## src/lpsm_cfg.svh

```systemverilog
// constants for the low-power dram command and power-state machine
// How it works
// - command kind comes from chip select, cmd_addr_bus bits 0-3 and clock enable at rising edge.
// - each command has a rising-edge half and a falling-edge half of cmd_addr_bus.
// - activate, read, write and one-bank precharge act on the bank named by the bank-address field; burst_stop acts on the last read or write bank.
// - auto_close_flag high on read or write precharges the bank after the burst.
// - column_lsb is not sent and is always taken as zero.
// - single-bank refresh is accepted only when the device has eight banks.
// - chip select and clock enable are sampled on the rising edge only.
// - clock enable low at both edges holds the present low-power state.
// - resetting power-down exit goes idle if init_final_wait expired, else resetting.
// - leaving deepest_sleep gives power-on; a reset write then starts initialization.
// - self refresh and deepest_sleep exits follow clock enable level, not its edge history.
// - bank transitions need clock enable high twice and any exit delay elapsed.
// - activate on idle bank starts activation; active after row_to_column_time.
// - from idle, mode_reg_write_cmd and refreshes enter their busy states; all-bank forms need all idle.
// - reset from idle or power-on starts initialization and enters resetting.
// - mode_reg_read_cmd enters idle, active or resetting mode-read state by current state.
// - precharge to idle or active bank precharges; idle after row_close_time.
// - read or write to an active bank starts the matching burst.
// - during a read, read restarts, write switches, burst_stop returns to active.
// - during a write, write restarts, read switches, burst_stop returns to active.
`ifndef LPSM_CFG_SVH
`define LPSM_CFG_SVH

`define LPSM_CLK_NS      100
`define LPSM_CYC(t)      (((t) + `LPSM_CLK_NS - 1) / `LPSM_CLK_NS)
`define LPSM_BANKS       8
`define LPSM_RCD_NS      18
`define LPSM_RP_NS       18
`define LPSM_XP_NS       8
`define LPSM_XSR_NS      140
`define LPSM_INIT5_NS    10000
`define LPSM_MRW_NS      500
`define LPSM_MRR_NS      200
`define LPSM_RFCAB_NS    130
`define LPSM_RFCPB_NS    60
`define LPSM_RCD_CYC     `LPSM_CYC(`LPSM_RCD_NS)
`define LPSM_RP_CYC      `LPSM_CYC(`LPSM_RP_NS)
`define LPSM_XP_CYC      `LPSM_CYC(`LPSM_XP_NS)
`define LPSM_XSR_CYC     `LPSM_CYC(`LPSM_XSR_NS)
`define LPSM_INIT5_CYC   `LPSM_CYC(`LPSM_INIT5_NS)
`define LPSM_MRW_CYC     `LPSM_CYC(`LPSM_MRW_NS)
`define LPSM_MRR_CYC     `LPSM_CYC(`LPSM_MRR_NS)
`define LPSM_RFCAB_CYC   `LPSM_CYC(`LPSM_RFCAB_NS)
`define LPSM_RFCPB_CYC   `LPSM_CYC(`LPSM_RFCPB_NS)
`define LPSM_BURST_CYC   4
`define LPSM_MA_RESET    8'h3f
`define LPSM_OP_MRW      4'b0000
`define LPSM_OP_MRR      4'b1000
`define LPSM_OP_REFPB    4'b0100
`define LPSM_OP_REFAB    4'b1100
`define LPSM_OP_ACT      4'b??10
`define LPSM_OP_WR       4'b?001
`define LPSM_OP_RD       4'b?101
`define LPSM_OP_PRE      4'b1011
`define LPSM_OP_BST      4'b0011
`define LPSM_OP_NOP      4'b?111
`define LPSM_OP_SELF_REFRESH_STATE     3'b100
`define LPSM_OP_DPD      3'b011

`endif

```

## src/lpsm_pkg.sv

```systemverilog
// types shared by the command and power-state machine
package lpsm_pkg;
	typedef enum logic [3:0] {
		C_NOP, C_MRW, C_MRR, C_REFPB, C_REFAB, C_ACT, C_WR, C_RD,
		C_PRE, C_BST, C_SELF_REFRESH_STATE_IN, C_DPD_IN, C_PD_IN, C_EXIT, C_KEEP, C_BAD
	} lpsm_cmd_e;
	typedef enum logic [3:0] {
		B_IDLE, B_ACTIVATING, B_ACTIVE, B_READ, B_WRITE,
		B_RD_AP, B_WR_AP, B_PRECHARGING, B_REFRESHING
	} lpsm_bank_e;
	typedef enum logic [3:0] {
		D_POWER_ON, D_RESETTING, D_NORMAL, D_MRW, D_MRR_IDLE, D_MRR_ACT, D_MRR_RST,
		D_REFAB, D_PD_ACT, D_PD_IDLE, D_PD_RST, D_SELF_REFRESH_STATE, D_DPD, D_EXIT_WAIT
	} lpsm_dev_e;
	typedef struct packed {
		lpsm_cmd_e   kind;
		logic [2:0]  bank;
		logic [14:0] row;
		logic [11:0] col;
		logic        ap;
	} lpsm_cmd_s;
endpackage

```

## src/lpsm_fsm.sv

```systemverilog
// command decode, power-state and per-bank state machine
`timescale 1ns/1ps
`include "lpsm_cfg.svh"

module lpsm_fsm import lpsm_pkg::*; (
	// clock and reset
	input  wire logic       core_clk_i,
	input  wire logic       reset_i,
	// command bus from the controller
	input  wire logic       cke_i,
	input  wire logic       cs_n_i,
	input  wire logic [9:0] cmd_addr_bus_i,
	input  wire logic [9:0] cmd_addr_bus_fall_i,
	// device state and accepted command
	output lpsm_dev_e        dev_state_o,
	output lpsm_bank_e [7:0] bank_state_o,
	output lpsm_cmd_s        cmd_o,
	output logic             cmd_take_o,
	output logic             cmd_illegal_o
);

	// command kind from clock enable pair, chip select and low bus bits
	function automatic lpsm_cmd_e decode(input logic kp, input logic k, input logic cs_n,
		input logic [3:0] c);
		if (!kp && !k)
			return C_KEEP;
		if (!kp && k)
			return C_EXIT;
		if (!k) begin
			if (cs_n)
				return C_PD_IN;
			if (c[2:0] == `LPSM_OP_SELF_REFRESH_STATE)
				return C_SELF_REFRESH_STATE_IN;
			if (c[2:0] == `LPSM_OP_DPD)
				return C_DPD_IN;
			return C_BAD;
		end
		if (cs_n)
			return C_NOP;
		casez (c)
			`LPSM_OP_MRW:   return C_MRW;
			`LPSM_OP_MRR:   return C_MRR;
			`LPSM_OP_REFPB: return C_REFPB;
			`LPSM_OP_REFAB: return C_REFAB;
			`LPSM_OP_ACT:   return C_ACT;
			`LPSM_OP_WR:    return C_WR;
			`LPSM_OP_RD:    return C_RD;
			`LPSM_OP_PRE:   return C_PRE;
			`LPSM_OP_BST:   return C_BST;
			default:        return C_NOP;
		endcase
	endfunction

	lpsm_dev_e        next_dev;
	lpsm_bank_e [7:0] next_bank;
	lpsm_dev_e        ret;
	lpsm_dev_e        next_ret;
	logic [3:0]       btmr [8];
	logic [3:0]       next_btmr [8];
	logic [7:0]       dtmr;
	logic [7:0]       next_dtmr;
	logic [7:0]       itmr;
	logic [7:0]       next_itmr;
	logic [2:0]       rptr;
	logic [2:0]       next_rptr;
	logic [2:0]       last_bank;
	logic [2:0]       next_last;
	logic             cke_q;
	lpsm_cmd_s        next_cmd;
	logic             next_take;
	logic             next_bad;
	lpsm_cmd_e        cur;
	logic             ok;
	logic             all_idle;
	logic             settled;
	logic             any_act;
	logic [2:0]       rb;
	logic [7:0]       ma;

	// two halves of the bus form the fields
	assign rb = cmd_addr_bus_i[9:7]; // bank field
	assign ma = {cmd_addr_bus_fall_i[1:0], cmd_addr_bus_i[9:4]};

	// next state of device, banks and timers
	always_comb begin
		next_dev  = dev_state_o;
		next_bank = bank_state_o;
		next_btmr = btmr;
		next_dtmr = dtmr;
		next_itmr = itmr;
		next_ret  = ret;
		next_rptr = rptr;
		next_last = last_bank;
		next_take = 1'b0;
		next_bad  = 1'b0;
		ok        = 1'b0;
		all_idle  = 1'b1;
		settled   = 1'b1;
		any_act   = 1'b0;
		// pins are taken at this rising edge only
		cur = decode(cke_q, cke_i, cs_n_i, cmd_addr_bus_i[3:0]);
		next_cmd.kind = cur;
		next_cmd.bank = rb;
		next_cmd.row  = {cmd_addr_bus_fall_i[9:8], cmd_addr_bus_i[6:2], cmd_addr_bus_fall_i[7:0]};
		next_cmd.col  = {cmd_addr_bus_fall_i[9:1], cmd_addr_bus_i[6:5], 1'b0};
		next_cmd.ap   = cmd_addr_bus_fall_i[0];
		// bank timers and their timed transitions
		for (int i = 0; i < 8; i++) begin
			if (btmr[i] > 4'h1)
				next_btmr[i] = btmr[i] - 4'h1;
			else if (btmr[i] == 4'h1) begin
				next_btmr[i] = 4'h0;
				unique case (bank_state_o[i])
					B_ACTIVATING, B_READ, B_WRITE: next_bank[i] = B_ACTIVE;
					B_RD_AP, B_WR_AP: begin
						next_bank[i] = B_PRECHARGING;
						next_btmr[i] = 4'(`LPSM_RP_CYC);
					end
					B_PRECHARGING, B_REFRESHING: next_bank[i] = B_IDLE;
					B_IDLE, B_ACTIVE: ;
				endcase
			end
			if (bank_state_o[i] != B_IDLE)
				all_idle = 1'b0;
			if (bank_state_o[i] != B_IDLE && bank_state_o[i] != B_ACTIVE)
				settled = 1'b0;
			if (bank_state_o[i] != B_IDLE && bank_state_o[i] != B_PRECHARGING)
				any_act = 1'b1;
		end
		if (itmr != 8'h00)
			next_itmr = itmr - 8'h01;
		if (dtmr != 8'h00)
			next_dtmr = dtmr - 8'h01;
		unique case (dev_state_o)
			D_POWER_ON: begin
				// reset write from power-on starts initialization
				if (cur == C_MRW && ma == `LPSM_MA_RESET) begin
					next_dev  = D_RESETTING;
					next_itmr = 8'(`LPSM_INIT5_CYC);
					ok        = 1'b1;
				end
			end
			D_RESETTING: begin
				if (cur == C_PD_IN) begin // resetting power-down
					next_dev = D_PD_RST;
					ok       = 1'b1;
				end else if (cur == C_MRR) begin // resetting mode read
					next_dev  = D_MRR_RST;
					next_dtmr = 8'(`LPSM_MRR_CYC);
					ok        = 1'b1;
				end else if (itmr == 8'h00)
					next_dev = D_NORMAL;
			end
			D_NORMAL: begin
				unique case (cur)
					C_PD_IN: begin
						ok       = 1'b1;
						next_dev = any_act ? D_PD_ACT : D_PD_IDLE;
					end
					C_SELF_REFRESH_STATE_IN, C_DPD_IN: if (all_idle) begin
						ok       = 1'b1;
						next_dev = (cur == C_SELF_REFRESH_STATE_IN) ? D_SELF_REFRESH_STATE : D_DPD;
					end
					// bank commands only with clock enable high twice
					C_ACT: if (bank_state_o[rb] == B_IDLE) begin // start activation
						next_bank[rb] = B_ACTIVATING;
						next_btmr[rb] = 4'(`LPSM_RCD_CYC);
						ok            = 1'b1;
					end
					C_RD, C_WR: if (bank_state_o[rb] == B_ACTIVE || bank_state_o[rb] == B_READ ||
						bank_state_o[rb] == B_WRITE) begin
						// start burst, restart or switch, auto close
						if (next_cmd.ap)
							next_bank[rb] = (cur == C_RD) ? B_RD_AP : B_WR_AP;
						else
							next_bank[rb] = (cur == C_RD) ? B_READ : B_WRITE;
						next_btmr[rb] = 4'(`LPSM_BURST_CYC);
						next_last     = rb;
						ok            = 1'b1;
					end
					C_BST: if (bank_state_o[last_bank] == B_READ || bank_state_o[last_bank] == B_WRITE) begin
						next_bank[last_bank] = B_ACTIVE;
						next_btmr[last_bank] = 4'h0;
						ok                   = 1'b1;
					end
					C_PRE: begin
						// precharge one bank or all banks
						for (int i = 0; i < 8; i++) begin
							if ((cmd_addr_bus_i[4] || 3'(i) == rb) &&
								(bank_state_o[i] == B_IDLE || bank_state_o[i] == B_ACTIVE)) begin
								next_bank[i] = B_PRECHARGING;
								next_btmr[i] = 4'(`LPSM_RP_CYC);
								ok           = 1'b1;
							end
						end
					end
					// per-bank refresh only on eight-bank parts
					C_REFPB: if (`LPSM_BANKS == 8 && bank_state_o[rptr] == B_IDLE) begin // refreshing
						next_bank[rptr] = B_REFRESHING;
						next_btmr[rptr] = 4'(`LPSM_RFCPB_CYC);
						next_rptr       = rptr + 3'h1;
						ok              = 1'b1;
					end
					// all-bank forms need every bank idle
					C_REFAB: if (all_idle) begin
						next_dev  = D_REFAB;
						next_dtmr = 8'(`LPSM_RFCAB_CYC);
						ok        = 1'b1;
					end
					C_MRW: if (all_idle) begin
						ok = 1'b1;
						if (ma == `LPSM_MA_RESET) begin // reset from idle
							next_dev  = D_RESETTING;
							next_itmr = 8'(`LPSM_INIT5_CYC);
						end else begin
							next_dev  = D_MRW;
							next_dtmr = 8'(`LPSM_MRW_CYC);
						end
					end
					// mode read from idle or row active
					C_MRR: if (settled) begin
						next_dev  = all_idle ? D_MRR_IDLE : D_MRR_ACT;
						next_dtmr = 8'(`LPSM_MRR_CYC);
						ok        = 1'b1;
					end
					default: ;
				endcase
			end
			D_MRW, D_MRR_IDLE, D_MRR_ACT, D_REFAB: begin
				if (dtmr <= 8'h01)
					next_dev = D_NORMAL;
			end
			D_MRR_RST: begin
				if (dtmr <= 8'h01)
					next_dev = D_RESETTING;
			end
			// low at both edges keeps the low-power state
			D_PD_ACT, D_PD_IDLE, D_PD_RST: begin
				if (cur == C_EXIT && cs_n_i) begin
					next_dev  = D_EXIT_WAIT;
					next_dtmr = 8'(`LPSM_XP_CYC);
					// resetting exit depends on init wait
					next_ret  = (dev_state_o == D_PD_RST && itmr != 8'h00) ? D_RESETTING : D_NORMAL;
					ok        = 1'b1;
				end
			end
			// self refresh exit follows the clock enable level
			D_SELF_REFRESH_STATE: begin
				if (cke_i) begin
					next_dev  = D_EXIT_WAIT;
					next_dtmr = 8'(`LPSM_XSR_CYC);
					next_ret  = D_NORMAL;
					ok        = 1'b1;
				end
			end
			// deep sleep exit returns to power-on
			D_DPD: begin
				if (cke_i) begin
					next_dev = D_POWER_ON;
					ok       = 1'b1;
				end
			end
			// exit delay must elapse before bank commands
			D_EXIT_WAIT: begin
				if (dtmr <= 8'h01)
					next_dev = ret;
			end
		endcase
		next_take = ok;
		if (!ok && cur != C_NOP && cur != C_KEEP)
			next_bad = 1'b1;
		if (!ok)
			next_cmd = cmd_o;
	end

	// state registers
	always_ff @(posedge core_clk_i) begin
		if (reset_i) begin
			dev_state_o   <= D_POWER_ON;
			bank_state_o  <= {8{B_IDLE}};
			ret           <= D_NORMAL;
			dtmr          <= 8'h00;
			itmr          <= 8'h00;
			rptr          <= 3'h0;
			last_bank     <= 3'h0;
			cke_q         <= 1'b0;
			cmd_o         <= '0;
			cmd_take_o    <= 1'b0;
			cmd_illegal_o <= 1'b0;
			for (int i = 0; i < 8; i++)
				btmr[i] <= 4'h0;
		end else begin
			dev_state_o   <= next_dev;
			bank_state_o  <= next_bank;
			ret           <= next_ret;
			dtmr          <= next_dtmr;
			itmr          <= next_itmr;
			rptr          <= next_rptr;
			last_bank     <= next_last;
			cke_q         <= cke_i; // previous clock enable level
			cmd_o         <= next_cmd;
			cmd_take_o    <= next_take;
			cmd_illegal_o <= next_bad;
			btmr          <= next_btmr;
		end
	end

endmodule

```

## config.mk

```make
export PLATFORM = sky130hd
export DESIGN_NAME = lpsm_fsm
export DESIGN_NICKNAME = d
export VERILOG_FILES = /design/src/lpsm_pkg.sv /design/src/lpsm_fsm.sv
export VERILOG_INCLUDE_DIRS = /design/src
export SDC_FILE = /design/constraint.sdc
export NUM_CORES = 1
export LEC_CHECK = 0
export BUFFER_PORTS_ARGS = -buffer_cell sky130_fd_sc_hd__clkbuf_2
export CAP_MARGIN = 15
export CORE_MARGIN = 1
export CORE_UTILIZATION = 35
export CTS_CLUSTER_DIAMETER = 50
export DETAILED_ROUTE_END_ITERATION = 10
export PLACE_DENSITY = 0.49
export SYNTH_ARGS = -nofsm -noshare
export SYNTH_HDL_FRONTEND = slang
export SYNTH_SLANG_ARGS = --single-unit
```

## constraint.sdc

```tcl
create_clock -name core_clk_i -period 3.2 [get_ports core_clk_i]
set_input_delay 0.32 -clock core_clk_i [delete_from_list [all_inputs] [get_ports core_clk_i]]
set_output_delay 0.32 -clock core_clk_i [all_outputs]
set_load 0.01 [all_outputs]
```

==> flow_summary.toml <==
[pwr]
cellPowerDensity_nw_per_um2 = 503
vdd_drop_max_uv = 348
leakage_nw = 5.29
total_power_w = 0.00662

[die]
io_pins = 97
start_util_pct = 35.8
dieArea_um2 = 30200
die_height_um = 174
core_um2 = 28900
die-width_um = 174
rows = 62

[yosys]
avgSynthCellArea_um2 = 7.27
yosysSeqAreaShare_pct = 22.7
synth_edf_count = 0
syn-cell-area_um2 = 10300
yosysWarnings = 0
synth_cell_type_count = 98
synth_cells = 1420
ys_ff_latch = 117
synth_flop_cell = "dfxtp_1"
synthArstFlopShare_pct = 0
syn_nets = 1466

[worst_hold_path]
min_path_cells = 3
min_to = "cmd_o[17]$_SDFFE_PP0P_"
hp-start = "cmd_addr_bus_fall_i[4]"
hold_class = "input port to flop"

[worst_setup_path]
crit_required_ns = 3.54
reg2regPathDepth = 9
crit_path_max_fanout = 9
timing.rr.start = "bank_state_o[28]$_SDFF_PP0_"
arrival_ns = 3.51
reg2reg_to = "btmr[8]$_SDFF_PP0_"
endpoint_kind = "flop"
criticalPathCategory = "flop to flop"
rrSetupSlack_ns = 0.04
start_kind = "flop"

[sta]
max_slew_margin_pct = 23.7
rsz0062_at_grt = "no"
clock_skew_ns = 0.0161
min_period_over_period_pct = 98.9
worst_slew_pin_slew_ns = 1.14
fin_hold_ws_ns = 0.124
hold_viol = 0
max_freq_mhz = 316
tns_ns = 0
maxSlewViolCount = 0
min_period_ns = 3.16
setup_viol = 0

[detailed_routing]
route.detailed.drc = 0
via_count = 12400
wire_per_inst_um = 22.7
viasPerCell = 6.09
dr.pass1.iters = 5
antenna_left = 0
routed_wl_mm = 46.1
drtIter0Drc = 1069

[final_layout]
design_area_um2 = 13200
n_antenna_cell = 0
final_common_cell = "buf_4"
final_nets = 1685
drive_above_1_share_pct = 25.5
syn_to_final_growth_pct = 27.6
layout_common_cells = "227 x buf_4, 128 x nand2_1, 115 x dfxtp_1, 109 x o21ai_0, 102 x nor2_1"

[status]
status = "finished, final reports clean"

[cts]
ctsHoldBuffers = 0
clock_latency_ns = 0.45
path_clk_slew_ns = 0.07
ctsLongestPathBuffers = 2
tritoncts = "built"
cts_made_buffers = 17
clock_sinks = 117
cts_setup_buffers = 0
cts-root-buf = "clkbuf_16"
cts-htree-levels = 4

[grt]
grt_max_degree = 50
grt_pass1_vias = 11500
gr-total-overflow = 0
grt_pass1_wl_mm = 69.5
antenna_found_initial = 1
grt_usage_pct = 30.0

[placed_design]
hpwl_mm = 35.3
portBuffers = 95
place_area_um2 = 12500
gp_congestion = 1.02

[run]
maxCapViolations = 0
## state kept, by name, indices dropped and copies added, names as in the netlist
register,cells
itmr,8
ret,2
cmd_take_o,1
btmr,32
bank_state_o,32
rptr,3
last_bank,3
dtmr,8
cmd_o,22
dev_state_o,4
cmd_illegal_o,1
cke_q,1
## repair_timing
action / 4_1_cts / 5_1_grt
gates cloned: 1 / 0
pin swaps: 1 / 0
setup endpoints to repair: 29 / 38
gates resized for setup: 5 / 9
## kinds of logic after synthesis
kind of cell / count (synthesis) / share of synthesized area (%)
XOR/XNOR: 26 / 2.21
AO/OA/AOI/OAI: 467 / 30.2
multiplexers: 55 / 6.74
buffers and inverters: 184 / 7.84
adder cells (fa/ha/maj): 22 / 2.67
other: 1 / 0.0363
AND/OR/NAND/NOR: 548 / 27.6
flip-flops: 117 / 22.7
## per-stage QoR
| step | util, % | setup slack [ns] | instances |
|---|---|---|---|
| final | 45.6 | 0.0368 | 2036 |
| after global routing | 45.6 | 0.00383 | 2036 |
| after CTS | 45.5 | 0.0150 | 2036 |
| after detailed placement | 43.4 | -0.380 | 2003 |
| after global placement | 43.4 | -0.356 | 2003 |
| after floorplan | - | 0.269 | 1420 |
## final cells by class
| class | instances | area [um^2] |
|---|---|---|
| fill | 3040 | 15700 |
| clock inverter | 14 | 141 |
| inverter | 56 | 210 |
| clock buffer | 18 | 429 |
| tap | 384 | 480 |
| timing repair buffer | 327 | 2290 |
| sequential | 117 | 2350 |
| multi-input combinational | 1120 | 7270 |
## critical path, cell delays in order, from the launching register on
cell      delay [ns]
dfxtp_1         0.36
buf_4           0.18
nor4_1          0.79
mux4_2          0.41
nand2b_1        0.10
and3_1          0.27
nand2_1         0.26
nor2_1          0.30
o32ai_1         0.13
a221oi_1        0.26
## per-layer routing
metal	part of all wire, %	GRT usage (%)	vias up
li1	-	-	5779
met1	44	39.8	5935
met2	43	45.7	561
met3	8.9	7.92	119
met4	4.1	12.8	2
met5	0.022	0	-
## report_power, final
part	total [W]	internal, W	switching [W]	leakage [nW]
Clock	0.00196	0.00109	0.000870	0.278
Combinational	0.00273	0.00117	0.00155	4.06
Sequential	0.00194	0.00172	0.000219	0.952
## worst max-delay path by stage
stage	startpoint	end	slack, ns	cells past startpoint
3_3_place_gp	cmd_addr_bus_i[9]	btmr[10]$_SDFF_PP0_	-0.36	11
5_1_grt	bank_state_o[0]$_SDFF_PP0_	dev_state_o[0]$_SDFFE_PP0P_	0.004	8
6_report	bank_state_o[28]$_SDFF_PP0_	btmr[8]$_SDFF_PP0_	0.04	9
3_5_place_dp	last_bank[1]$_SDFFE_PP0P_	cmd_o[32]$_SDFFE_PP0P_	-0.38	7
2_1_floorplan	bank_state_o[18]$_SDFF_PP0_	btmr[24]$_SDFF_PP0_	0.27	10
4_1_cts	bank_state_o[22]$_SDFF_PP0_	btmr[10]$_SDFF_PP0_	0.01	10
## cell usage after synthesis, drive strengths merged, types with 15 or more instances
cell    number  area [um^2]
ha          22          275
nor2       104          393
nor4        25          156
nor2b       19          119
a31oi       42          263
nand3       77          385
nor3b       26          195
nand2b      15         93.8
mux2i       38          380
a211oi      16          125
inv         54          203
dfxtp      117         2340
o22ai       21          138
a21oi       98          490
o31ai       31          238
buf         43          280
clkbuf      85          319
o21ai      112          561
nor3        66          347
nand2      129          484
Note: power is estimated with default switching activity, not from simulation.
